`config.mk`:
```
export PLATFORM = sky130hd
export DESIGN_NAME = cbi_irq_ctrl
export DESIGN_NICKNAME = d
export VERILOG_FILES = /design/src/cbi_pkg.sv /design/src/cbi_irq_ctrl.sv /design/src/cbi_sticky_bit.sv
export SDC_FILE = /design/constraint.sdc
export NUM_CORES = 1
export LEC_CHECK = 0
export ABC_AREA = 1
export BUFFER_PORTS_ARGS = -buffer_cell sky130_fd_sc_hd__buf_2
export CORE_ASPECT_RATIO = 0.75
export CORE_MARGIN = 5
export CORE_UTILIZATION = 37
export CTS_BUF_LIST = sky130_fd_sc_hd__clkbuf_16
export DETAILED_ROUTE_END_ITERATION = 7
export PLACE_DENSITY = 0.71
export SYNTH_ARGS = -nofsm -noshare
export SYNTH_HDL_FRONTEND = slang
export SYNTH_SLANG_ARGS = --single-unit
```
`constraint.sdc`:
```
create_clock -name i_clk -period 2.3 [get_ports i_clk]
set_clock_uncertainty 0.2 [all_clocks]
set_input_delay 0.575 -clock i_clk [delete_from_list [all_inputs] [get_ports i_clk]]
set_output_delay 0.575 -clock i_clk [all_outputs]
set_load 0.01 [all_outputs]
```
`src/cbi_pkg.sv`:
```
// shared constants for the converter board interrupt enable block
`default_nettype none
package cbi_pkg;
  // ----------------------------------------------------------------
  // register byte offsets
  // ----------------------------------------------------------------
  localparam logic [11:0] IRQ_ENABLE_OFS = 12'h36C;
  localparam logic [11:0] ERROR_IRQ_ENABLE_OFS = 12'h370;
  localparam logic [11:0] ERROR_IRQ_STATUS_OFS = 12'h380;
  localparam logic [11:0] IRQ_STATUS_OFS = 12'h384;

  // ----------------------------------------------------------------
  // field positions
  // ----------------------------------------------------------------
  localparam int OUT_SETTLED_LSB = 16;
  localparam int INPUT_COUNT_DONE_BIT = 12;
  localparam int INPUT_BUFFER_END_BIT = 8;
  localparam int OUTPUT_COUNT_DONE_BIT = 4;
  localparam int OUTPUT_BUFFER_END_BIT = 0;
  localparam int BUFFER_END_CAUSE_LSB = 9;
  localparam int ERROR_SUMMARY_BIT = 30;
  localparam int INPUT_FRAME_FAULT_BIT = 27;
  localparam int INPUT_OVERRUN_BIT = 26;
  localparam int SAMPLE_QUEUE_FULL_BIT = 25;
  localparam int INPUT_BUS_ABORT_BIT = 24;
  localparam int OUTPUT_FRAME_FAULT_BIT = 19;
  localparam int OUTPUT_BUSY_FAULT_BIT = 18;
  localparam int OUTPUT_UNDERRUN_BIT = 17;
  localparam int OUTPUT_BUS_ABORT_BIT = 16;
  localparam int OUT_ALERT_LSB = 0;

  // ----------------------------------------------------------------
  // implemented bits and reset values
  // ----------------------------------------------------------------
  localparam logic [31:0] IRQ_EN_MASK = 32'h000F_1111;
  localparam logic [31:0] ERR_EN_MASK = 32'h0F0F_000F;
  localparam logic [31:0] ENABLE_RESET = 32'h0000_0000;

  // ----------------------------------------------------------------
  // bus answers
  // ----------------------------------------------------------------
  localparam logic [1:0] RESP_OKAY = 2'h0;
  localparam logic [1:0] RESP_SLVERR = 2'h2;

  typedef enum logic [2:0] {
    CBI_SEL_NONE,
    CBI_SEL_IRQ_EN,
    CBI_SEL_ERR_EN,
    CBI_SEL_ERR_STAT,
    CBI_SEL_IRQ_STAT
  } cbi_sel_e;
endpackage
`default_nettype wire

```
`src/cbi_irq_ctrl.sv`:
```
// interrupt enables, sticky status and axi4-lite slave of the converter board
//
// What this block does
// - manual mode: enabled output channel flags irq when its settling flag falls
// - enable bit 12 flags irq when input conversion count is reached
// - enable bit 8 flags irq when input buffer is terminated by dma
// - input buffer termination cause is stored beside its status flag
// - enable bit 4 flags irq when output conversion count is reached
// - enable bit 0 flags irq when output buffer is terminated by dma
// - error bit 27 flags input frame trigger before count completes
// - error bit 26 flags new input conversion request while converters busy
// - error bit 25 flags input sample write into a full queue
// - error bit 24 flags input dma host bus abort
// - error bit 19 flags output frame trigger before count completes
// - error bit 18 flags output conversion request while a converter busy
// - error bit 17 flags output underrun from missing preload
// - error bit 16 flags output dma host bus abort
// - error bits 0 to 3 flag channel alert on status read with fault
// - enables are read/write, reset zero, one enables, reserved bits inert
// - a status flag sets only if its enable was already set
// - clearing an enable clears its status flag
// - interrupt line is high while any status bit is set
// - event status bits clear when the status register is read
`default_nettype none
module cbi_irq_ctrl #(
  parameter int ADDR_W = 12
) (
  // clock and reset
  input wire logic i_clk,
  input wire logic i_nrst,
  // axi4-lite write address and data
  input wire logic [ADDR_W-1:0] i_axi_awaddr,
  input wire logic i_axi_awvalid,
  output logic o_axi_awready,
  input wire logic [31:0] i_axi_wdata,
  input wire logic [3:0] i_axi_wstrb,
  input wire logic i_axi_wvalid,
  output logic o_axi_wready,
  // axi4-lite write response
  output logic [1:0] o_axi_bresp,
  output logic o_axi_bvalid,
  input wire logic i_axi_bready,
  // axi4-lite read
  input wire logic [ADDR_W-1:0] i_axi_araddr,
  input wire logic i_axi_arvalid,
  output logic o_axi_arready,
  output logic [31:0] o_axi_rdata,
  output logic [1:0] o_axi_rresp,
  output logic o_axi_rvalid,
  input wire logic i_axi_rready,
  // conversion events
  input wire logic i_manual_mode,
  input wire logic [3:0] i_out_settling,
  input wire logic i_input_count_done,
  input wire logic i_input_buffer_end,
  input wire logic [1:0] i_input_buffer_cause,
  input wire logic i_output_count_done,
  input wire logic i_output_buffer_end,
  // error events
  input wire logic i_input_frame_fault,
  input wire logic i_input_overrun,
  input wire logic i_sample_queue_full,
  input wire logic i_input_bus_abort,
  input wire logic i_output_frame_fault,
  input wire logic i_output_busy_fault,
  input wire logic i_output_underrun,
  input wire logic i_output_bus_abort,
  input wire logic [3:0] i_out_alert_read,
  input wire logic [3:0] i_out_alert_cond,
  // host interrupt
  output logic o_irq
);
  // ----------------------------------------------------------------
  // decode
  // ----------------------------------------------------------------
  function automatic cbi_pkg::cbi_sel_e reg_sel(input logic [ADDR_W-1:0] addr);
    logic [11:0] ofs;
    ofs = 12'(addr);
    unique case (ofs)
      cbi_pkg::IRQ_ENABLE_OFS: reg_sel = cbi_pkg::CBI_SEL_IRQ_EN;
      cbi_pkg::ERROR_IRQ_ENABLE_OFS: reg_sel = cbi_pkg::CBI_SEL_ERR_EN;
      cbi_pkg::ERROR_IRQ_STATUS_OFS: reg_sel = cbi_pkg::CBI_SEL_ERR_STAT;
      cbi_pkg::IRQ_STATUS_OFS: reg_sel = cbi_pkg::CBI_SEL_IRQ_STAT;
      default: reg_sel = cbi_pkg::CBI_SEL_NONE;
    endcase
  endfunction

  function automatic logic [31:0] byte_mask(input logic [3:0] strb);
    byte_mask = {{8{strb[3]}}, {8{strb[2]}}, {8{strb[1]}}, {8{strb[0]}}};
  endfunction

  logic [ADDR_W-1:0] awaddr_q;
  logic aw_full_q;
  logic [31:0] wdata_q;
  logic [3:0] wstrb_q;
  logic w_full_q;
  logic bvalid_q;
  logic [1:0] bresp_q;
  logic rvalid_q;
  logic [1:0] rresp_q;
  logic [31:0] rdata_q;
  logic [31:0] irq_en_q;
  logic [31:0] err_en_q;
  logic [3:0] settling_prev_q;
  logic [1:0] cause_q;
  logic [31:0] irq_ev;
  logic [31:0] err_ev;
  logic [31:0] irq_flags;
  logic [31:0] err_flags;
  logic [31:0] irq_stat_rd;
  logic [31:0] wmask;
  logic err_any;
  logic do_wr;
  logic ar_hs;
  logic rd_irq_clr;
  logic rd_err_clr;
  cbi_pkg::cbi_sel_e wr_sel;
  cbi_pkg::cbi_sel_e rd_sel;

  // ----------------------------------------------------------------
  // axi4-lite write channel
  // ----------------------------------------------------------------
  // one write at a time: address and data are parked until both are in
  assign o_axi_awready = !aw_full_q && !bvalid_q;
  assign o_axi_wready = !w_full_q && !bvalid_q;
  assign do_wr = aw_full_q && w_full_q && !bvalid_q;
  assign wr_sel = reg_sel(awaddr_q);
  assign wmask = byte_mask(wstrb_q);

  always_ff @(posedge i_clk or negedge i_nrst)
  begin
    if (!i_nrst)
    begin
      aw_full_q <= 1'b0;
      awaddr_q <= '0;
    end
    else if (i_axi_awvalid && o_axi_awready)
    begin
      aw_full_q <= 1'b1;
      awaddr_q <= i_axi_awaddr;
    end
    else if (do_wr)
    begin
      aw_full_q <= 1'b0;
    end
  end

  always_ff @(posedge i_clk or negedge i_nrst)
  begin
    if (!i_nrst)
    begin
      w_full_q <= 1'b0;
      wdata_q <= '0;
      wstrb_q <= '0;
    end
    else if (i_axi_wvalid && o_axi_wready)
    begin
      w_full_q <= 1'b1;
      wdata_q <= i_axi_wdata;
      wstrb_q <= i_axi_wstrb;
    end
    else if (do_wr)
    begin
      w_full_q <= 1'b0;
    end
  end

  always_ff @(posedge i_clk or negedge i_nrst)
  begin
    if (!i_nrst)
    begin
      bvalid_q <= 1'b0;
      bresp_q <= cbi_pkg::RESP_OKAY;
    end
    else if (do_wr)
    begin
      bvalid_q <= 1'b1;
      bresp_q <= (wr_sel == cbi_pkg::CBI_SEL_NONE) ? cbi_pkg::RESP_SLVERR : cbi_pkg::RESP_OKAY;
    end
    else if (i_axi_bready)
    begin
      bvalid_q <= 1'b0;
    end
  end

  assign o_axi_bvalid = bvalid_q;
  assign o_axi_bresp = bresp_q;

  // ----------------------------------------------------------------
  // enable registers
  // ----------------------------------------------------------------
  // status registers ignore writes; only the enables can be changed
  always_ff @(posedge i_clk or negedge i_nrst)
  begin
    if (!i_nrst)
    begin
      irq_en_q <= cbi_pkg::ENABLE_RESET;
      err_en_q <= cbi_pkg::ENABLE_RESET;
    end
    else if (do_wr)
    begin
      if (wr_sel == cbi_pkg::CBI_SEL_IRQ_EN)
      begin
        irq_en_q <= ((irq_en_q & ~wmask) | (wdata_q & wmask)) & cbi_pkg::IRQ_EN_MASK;
      end
      if (wr_sel == cbi_pkg::CBI_SEL_ERR_EN)
      begin
        err_en_q <= ((err_en_q & ~wmask) | (wdata_q & wmask)) & cbi_pkg::ERR_EN_MASK;
      end
    end
  end

  // ----------------------------------------------------------------
  // event gathering
  // ----------------------------------------------------------------
  always_ff @(posedge i_clk or negedge i_nrst)
  begin
    if (!i_nrst)
    begin
      settling_prev_q <= '0;
    end
    else
    begin
      settling_prev_q <= i_out_settling;
    end
  end

  always_comb
  begin
    irq_ev = '0;
    irq_ev[cbi_pkg::OUT_SETTLED_LSB +: 4] =
      settling_prev_q & ~i_out_settling & {4{i_manual_mode}};
    irq_ev[cbi_pkg::INPUT_COUNT_DONE_BIT] = i_input_count_done;
    irq_ev[cbi_pkg::INPUT_BUFFER_END_BIT] = i_input_buffer_end;
    irq_ev[cbi_pkg::OUTPUT_COUNT_DONE_BIT] = i_output_count_done;
    irq_ev[cbi_pkg::OUTPUT_BUFFER_END_BIT] = i_output_buffer_end;
    err_ev = '0;
    err_ev[cbi_pkg::INPUT_FRAME_FAULT_BIT] = i_input_frame_fault;
    err_ev[cbi_pkg::INPUT_OVERRUN_BIT] = i_input_overrun;
    err_ev[cbi_pkg::SAMPLE_QUEUE_FULL_BIT] = i_sample_queue_full;
    err_ev[cbi_pkg::INPUT_BUS_ABORT_BIT] = i_input_bus_abort;
    err_ev[cbi_pkg::OUTPUT_FRAME_FAULT_BIT] = i_output_frame_fault;
    err_ev[cbi_pkg::OUTPUT_BUSY_FAULT_BIT] = i_output_busy_fault;
    err_ev[cbi_pkg::OUTPUT_UNDERRUN_BIT] = i_output_underrun;
    err_ev[cbi_pkg::OUTPUT_BUS_ABORT_BIT] = i_output_bus_abort;
    err_ev[cbi_pkg::OUT_ALERT_LSB +: 4] = i_out_alert_read & i_out_alert_cond;
  end

  // ----------------------------------------------------------------
  // sticky status flags
  // ----------------------------------------------------------------
  genvar gi;
  generate
    for (gi = 0; gi < 32; gi++)
    begin : g_flag
      if (cbi_pkg::IRQ_EN_MASK[gi])
      begin : g_irq
        cbi_sticky_bit u_irq (
          .i_clk(i_clk),
          .i_nrst(i_nrst),
          .i_en(irq_en_q[gi]),
          .i_event(irq_ev[gi]),
          .i_rd_clr(rd_irq_clr),
          .o_flag(irq_flags[gi])
        );
      end
      else
      begin : g_irq_none
        assign irq_flags[gi] = 1'b0;
      end
      if (cbi_pkg::ERR_EN_MASK[gi])
      begin : g_err
        cbi_sticky_bit u_err (
          .i_clk(i_clk),
          .i_nrst(i_nrst),
          .i_en(err_en_q[gi]),
          .i_event(err_ev[gi]),
          .i_rd_clr(rd_err_clr),
          .o_flag(err_flags[gi])
        );
      end
      else
      begin : g_err_none
        assign err_flags[gi] = 1'b0;
      end
    end
  endgenerate

  // cause follows the flag: it is taken only when the flag is allowed to set
  always_ff @(posedge i_clk or negedge i_nrst)
  begin
    if (!i_nrst)
    begin
      cause_q <= '0;
    end
    else if (irq_en_q[cbi_pkg::INPUT_BUFFER_END_BIT] && i_input_buffer_end)
    begin
      cause_q <= i_input_buffer_cause;
    end
    else if (rd_irq_clr || !irq_en_q[cbi_pkg::INPUT_BUFFER_END_BIT])
    begin
      cause_q <= '0;
    end
  end

  assign err_any = |err_flags;
  assign o_irq = (|irq_flags) || err_any;

  // ----------------------------------------------------------------
  // axi4-lite read channel
  // ----------------------------------------------------------------
  assign o_axi_arready = !rvalid_q;
  assign ar_hs = i_axi_arvalid && o_axi_arready;
  assign rd_sel = reg_sel(i_axi_araddr);
  assign rd_irq_clr = ar_hs && (rd_sel == cbi_pkg::CBI_SEL_IRQ_STAT);
  assign rd_err_clr = ar_hs && (rd_sel == cbi_pkg::CBI_SEL_ERR_STAT);

  always_comb
  begin
    irq_stat_rd = irq_flags;
    irq_stat_rd[cbi_pkg::BUFFER_END_CAUSE_LSB +: 2] = cause_q;
    irq_stat_rd[cbi_pkg::ERROR_SUMMARY_BIT] = err_any;
  end

  always_ff @(posedge i_clk or negedge i_nrst)
  begin
    if (!i_nrst)
    begin
      rvalid_q <= 1'b0;
      rdata_q <= '0;
      rresp_q <= cbi_pkg::RESP_OKAY;
    end
    else if (ar_hs)
    begin
      rvalid_q <= 1'b1;
      rresp_q <= cbi_pkg::RESP_OKAY;
      unique case (rd_sel)
        cbi_pkg::CBI_SEL_IRQ_EN: rdata_q <= irq_en_q;
        cbi_pkg::CBI_SEL_ERR_EN: rdata_q <= err_en_q;
        cbi_pkg::CBI_SEL_ERR_STAT: rdata_q <= err_flags;
        cbi_pkg::CBI_SEL_IRQ_STAT: rdata_q <= irq_stat_rd;
        cbi_pkg::CBI_SEL_NONE:
        begin
          rdata_q <= '0;
          rresp_q <= cbi_pkg::RESP_SLVERR;
        end
      endcase
    end
    else if (i_axi_rready)
    begin
      rvalid_q <= 1'b0;
    end
  end

  assign o_axi_rvalid = rvalid_q;
  assign o_axi_rdata = rdata_q;
  assign o_axi_rresp = rresp_q;
endmodule
`default_nettype wire

```
`src/cbi_sticky_bit.sv`:
```
// one sticky, read-clear interrupt status flag gated by its enable
`default_nettype none
module cbi_sticky_bit (
  // clock and reset
  input wire logic i_clk,
  input wire logic i_nrst,
  // control
  input wire logic i_en,
  input wire logic i_event,
  input wire logic i_rd_clr,
  // flag
  output logic o_flag
);
  logic flag_q;
  logic flag_d;

  always_comb
  begin
    flag_d = flag_q;
    if (!i_en)
    begin
      flag_d = 1'b0;
    end
    else if (i_event)
    begin
      // set beats a read clear in the same cycle so no event is lost
      flag_d = 1'b1;
    end
    else if (i_rd_clr)
    begin
      flag_d = 1'b0;
    end
  end

  always_ff @(posedge i_clk or negedge i_nrst)
  begin
    if (!i_nrst)
    begin
      flag_q <= 1'b0;
    end
    else
    begin
      flag_q <= flag_d;
    end
  end

  assign o_flag = flag_q;
endmodule
`default_nettype wire

```
# Word level (Yosys, flattened, before mapping)
# Cells that the tools add are included.
# W data, S select, Z words.
[classes]
eq_ne = 34
n_mux = 56
n_bitwise = 10
reduce_logical = 28
[op_table]
columns = ["op", "count"]
rows = [
  ["$pmux W32 S5", 1],
  ["$eq A12 B10 Y1 const B", 8],
  ["$and A28 B28 Y28", 2],
  ["$mux W1", 49],
  ["$ne A3 B2 Y1 const B", 12],
  ["$not A28 Y28", 1],
  ["$or A28 B28 Y28", 1],
  ["$ne A3 B1 Y1 const B", 8],
  ["$pmux W3 S4", 2],
  ["$and A20 B20 Y20", 1],
  ["$or A20 B20 Y20", 1],
  ["$and A4 B4 Y4", 3],
  ["$reduce_or A12 Y1", 1],
  ["$logic_and A1 B1 Y1", 10],
  ["$reduce_bool A2 Y1", 5],
  ["$eq A3 B2 Y1 const B", 3],
  ["$mux W2", 4],
  ["$reduce_or A8 Y1", 1],
  ["$eq A3 B1 Y1 const B", 2],
  ["$logic_not A3 Y1", 2],
  ["$logic_not A1 Y1", 5],
  ["$not A4 Y4", 1],
  ["$reduce_and A2 Y1", 2],
  ["$eq A3 B3 Y1 const B", 1],
  ["$logic_or A1 B1 Y1", 2],
]
[totals]
regBits = 130
inputBits = 94
out_inout_bits = 42
wordCells = 162

# Depth between registers and ports, before layout
[depth]
ltp_word = 7
ltp_mapped = 9
ltp_nobuf = 8

# Hierarchy
# Synthesis repeated with hierarchy kept, for this count alone.
[hier_totals]
hier_cells = 563
hier_area_um2 = 4897.2
[modules_own_cells]
columns = ["mod", "n_inst", "cells_per_inst", "area_each_um2", "seq_area_each_um2"]
rows = [
  ["cbi_irq_ctrl", 1, 443, 3921.3, 2026.9],
  ["cbi_sticky_bit", 20, 6, 48.8, 25.0],
]

# Worst setup path before layout
# Ideal clock, no wire load.
[synth_path]
kind = "reg-to-output"
from = "reg g_flag[26].g_err.u_err.flag_q"
to = "out o_irq"
arrival_time_ns = 0.931
required_ns = 1.525
path_slack_ns = 0.594
stages_incl_launch_ff = 5
path_buffers = 0
cell_sequence = "dfrtp_1 -> nor4_1 -> nand2_1 -> nor2_1 -> nand3_1"
[synth_between]
elab_chain_cells = 2
[synth_rtl]
columns = ["item", "line_no", "text"]
rows = [
  ["start: declaration", "cbi_sticky_bit.sv:14", "logic flag_q;"],
  ["start signal: assignment", "cbi_sticky_bit.sv:43", "flag_q <= flag_d;"],
  ["$reduce_or A12 Y1", "cbi_irq_ctrl.sv:306", "assign err_any = |err_flags;"],
  ["$logic_or A1 B1 Y1", "cbi_irq_ctrl.sv:307", "assign o_irq = (|irq_flags) || err_any;"],
  ["end: declaration", "cbi_irq_ctrl.sv:71", "output logic o_irq"],
]
# Every way passes these cells.

# Worst setup path in the final report
[layout_path]
from = "reg g_flag[3].g_err.u_err.flag_q"
to = "out o_irq"
[layout_between]
elab_chain_cells = 2
[layout_rtl]
columns = ["item", "line_no"]
rows = [
  ["start: declaration", "cbi_sticky_bit.sv:14"],
  ["start signal: assignment", "cbi_sticky_bit.sv:43"],
  ["$reduce_or A12 Y1", "cbi_irq_ctrl.sv:306"],
  ["$logic_or A1 B1 Y1", "cbi_irq_ctrl.sv:307"],
]
# Every way passes these cells.

==> impl_metrics.toml <==
[run]
maxCapViolCount = 0

[final_layout]
finalNetCount = 712
drive_gt1_share_pct = 29.1
diodes = 0
final_cells = 789
area_delta_synth_final_pct = 21.4
fin_util_pct = 46.0

[clock_network]
ctsHtreeMaxLevel = 3
cts_hold_buf = 0
clk_latency_ns = 0.34
path_clk_slew_ns = 0.07
tritoncts = "yes"
cts_root_buf = "clkbuf_16"
cts-buffers-inserted = 9
cts.sinks = 101
clockBufferDepth = 2

[detailed_routing]
dr.pass1.iters = 4
drt_iter0_drc = 265
drc = 0
via_per_inst = 4.62
vias = 3648
routedWlPerCell_um = 13.6
wl_mm = 10.8
detail-route-antenna-nets = 0

[timing]
max_freq_mhz = 431
grt_setup_unrepaired = "yes"
finalHoldViolations = 28
fin_crit_sh_pct = 101
setup_viol = 1
holdWs_ns = -0.00392
fin_ws_ns = -0.0193
finalCriticalPeriod_ns = 2.32
drv_slew = 0

[power]
seqPwrFrac_pct = 48.2
power_frac_clock_pct = 33.0
p_sw_w = 0.00142
vdd_drop_max_mv = 0.569
intPower_w = 0.00344
power_density_nw_per_um2 = 857
switching_share_pct = 29.2
p_leak_nw = 2.94
pwr-share-comb_pct = 18.8

[grt]
antenna_found_initial = 2
track_usage_pct = 14.7
grt_max_degree = 45
grt_pass1_wl_mm = 17.9
grt-ovfl-total = 0
grt_pass1_vias = 3717

[synthesis]
synth_top_area_share_pct = 54.2
yosys-top-cells-count = "137 x nand2_1, 101 x dfrtp_1, 59 x inv_1"
synth_cells = 510
seq_area_frac_synth_pct = 54.2
synth_edf_count = 0
yosysMostFrequentCell = "nand2_1"
synth_area_um2 = 4660
ys_seq_elements = 101
yosys.area.top_type = "dfrtp_1"
ys_types = 32
yosys-top-cells-area = "dfrtp_1 54%, nand2_1 11%, inv_1 4.8%"
synth.avg_cell_area_um2 = 9.14
ys_async_sr_fraction_pct = 100
yosysWarnings = 0
synthFlopType = "dfrtp_1"

[worst_setup_path]
cp.required_ns = 1.52
r2r_cells = 7
worst_setup_path_end_kind = "primary output"
critPathMaxFanout = 3
start_kind = "register"
worstPathCellList = "nor4_2 -> nand2_1 -> nor2_2 -> nand3_2 -> buf_6"
slowest_stage = "dfrtp_1"
crit_path_max_incr_delay_ns = 0.42
critPathArrivalTime_ns = 1.54
critPathBufInv = 1
crit_family = "simple AND/OR/NAND/NOR gates"
criticalPathCategory = "reg2out"
crit_cells = 5

[die]
die_x_um = 140
die-height_um = 107
io_pins = 136
start_util_pct = 37.9
row_count = 35
coreArea_um2 = 12300
die_area_um2 = 15000

[run_status]
violations = "negative hold slack, negative setup slack"
status = "finished, violations left"

[placed_design]
gp_congestion = 0.835
dp_hpwl_mm = 8.25
io_buffers = 102
place_inst = 771

[hold_path]
hp-class = "in2async"
-- power by group through the flow --
| stage | Combinational, W | Clock (W) | Sequential (W) |
|---|---|---|---|
| after floorplan | 0.000685 | 0 | 0.00232 |
| after global placement | 0.000875 | 0 | 0.00234 |
| after detailed placement | 0.000922 | 0 | 0.00237 |
| after CTS | 0.000926 | 0.00164 | 0.00233 |
| after global routing | 0.00104 | 0.00172 | 0.00237 |
| final | 0.000912 | 0.00160 | 0.00234 |
-- final cells by class --
| type | instances | area (um2) |
|---|---|---|
| flip-flops and latches | 101 | 2530 |
| clock buffers | 9 | 225 |
| fillers | 1180 | 6650 |
| clock inverters | 7 | 90.1 |
| well taps | 166 | 208 |
| repair buffers | 110 | 592 |
| inverters | 59 | 221 |
| multi-input cells | 337 | 1790 |
-- cells by family (layout without fill, tap and decap cells) --
family	count (synthesis)	count (layout)	share of synthesized area [%]
AO/OA/AOI/OAI	57	57	7.14
flip-flops	101	101	54.2
other	1	16	0.0804
multiplexers	19	19	4.67
buffers and inverters	87	185	8.94
AND/OR/NAND/NOR	245	245	25.0
-- per-stage QoR --
step                      hold WS, ns  total power [W]  cell area (um2)  TNS (ns)  setup WS [ns]
final                        -0.00392          0.00485             5660   -0.0193        -0.0193
after global routing           0.0285          0.00513             5660    -0.109         -0.109
after CTS                     0.00432          0.00490             5640   -0.0219        -0.0219
after detailed placement        0.260          0.00329             5300         0          0.237
after global placement          0.261          0.00322             5300         0          0.258
after floorplan                0.0794          0.00300             4720         0          0.594
-- placed cells by master, fill, tap and decap left out, types with 2 or more instances in the layout --
cell	n
nor2_2	4
o21ai_0	10
buf_4	8
nand2_4	4
clkbuf_16	9
o21ai_2	12
nand3_1	40
bufinv_16	2
nand2_1	137
clkinv_2	2
buf_2	100
nor4_1	2
inv_1	60
nor2_1	26
nor2_4	2
nor3_2	4
nand3_2	3
conb_1	16
dfrtp_1	101
mux2_2	18
nand3b_1	4
nand4_1	9
o22ai_1	2
o21ai_1	2
nand2_2	3
nor4_2	2
a21oi_1	31
-- repair_timing --
| item | in CTS | in global routing |
|---|---|---|
| pin swaps | 1 | 2 |
| setup endpoints to repair | 1 | 1 |
| setup buffers | 0 | 2 |
| gates resized for setup | 4 | 1 |
-- routing by layer --
| metal | vias to the layer above | share of wire (%) | track usage [%] |
|---|---|---|---|
| met5 | - | 0.35 | 0 |
| met4 | 4 | 1.1 | 3.67 |
| met3 | 17 | 9.2 | 5.88 |
| met2 | 141 | 43 | 22.2 |
| met1 | 1663 | 46 | 20.0 |
| li1 | 1823 | - | - |
-- worst register-to-register path: cells and delay by family, from the launching register on --
family	cells	cell delay (ns)
buffers and inverters	3	0.62
AND/OR/NAND/NOR	3	0.43
AO/OA/AOI/OAI	1	0.06
flip-flops	1	0.37
-- path summary, 6_finish.rpt --
path                                                   start                       endpoint  slack (ns)
worst max-delay path            g_flag[3].g_err.u_err.o_flag                          o_irq       -0.02
worst min-delay path                                  i_nrst                     wstrb_q[0]      -0.004
worst min register to register               o_axi_rdata[10]                o_axi_rdata[10]        0.28
worst max register to register                  o_axi_rvalid  g_flag[17].g_irq.u_irq.o_flag        0.51
min in group i_clk                         i_out_settling[2]             settling_prev_q[2]        0.14
max in group asynchronous                             i_nrst                 o_axi_rdata[4]        1.23
No activity file was read; power rests on OpenSTA's default activity.
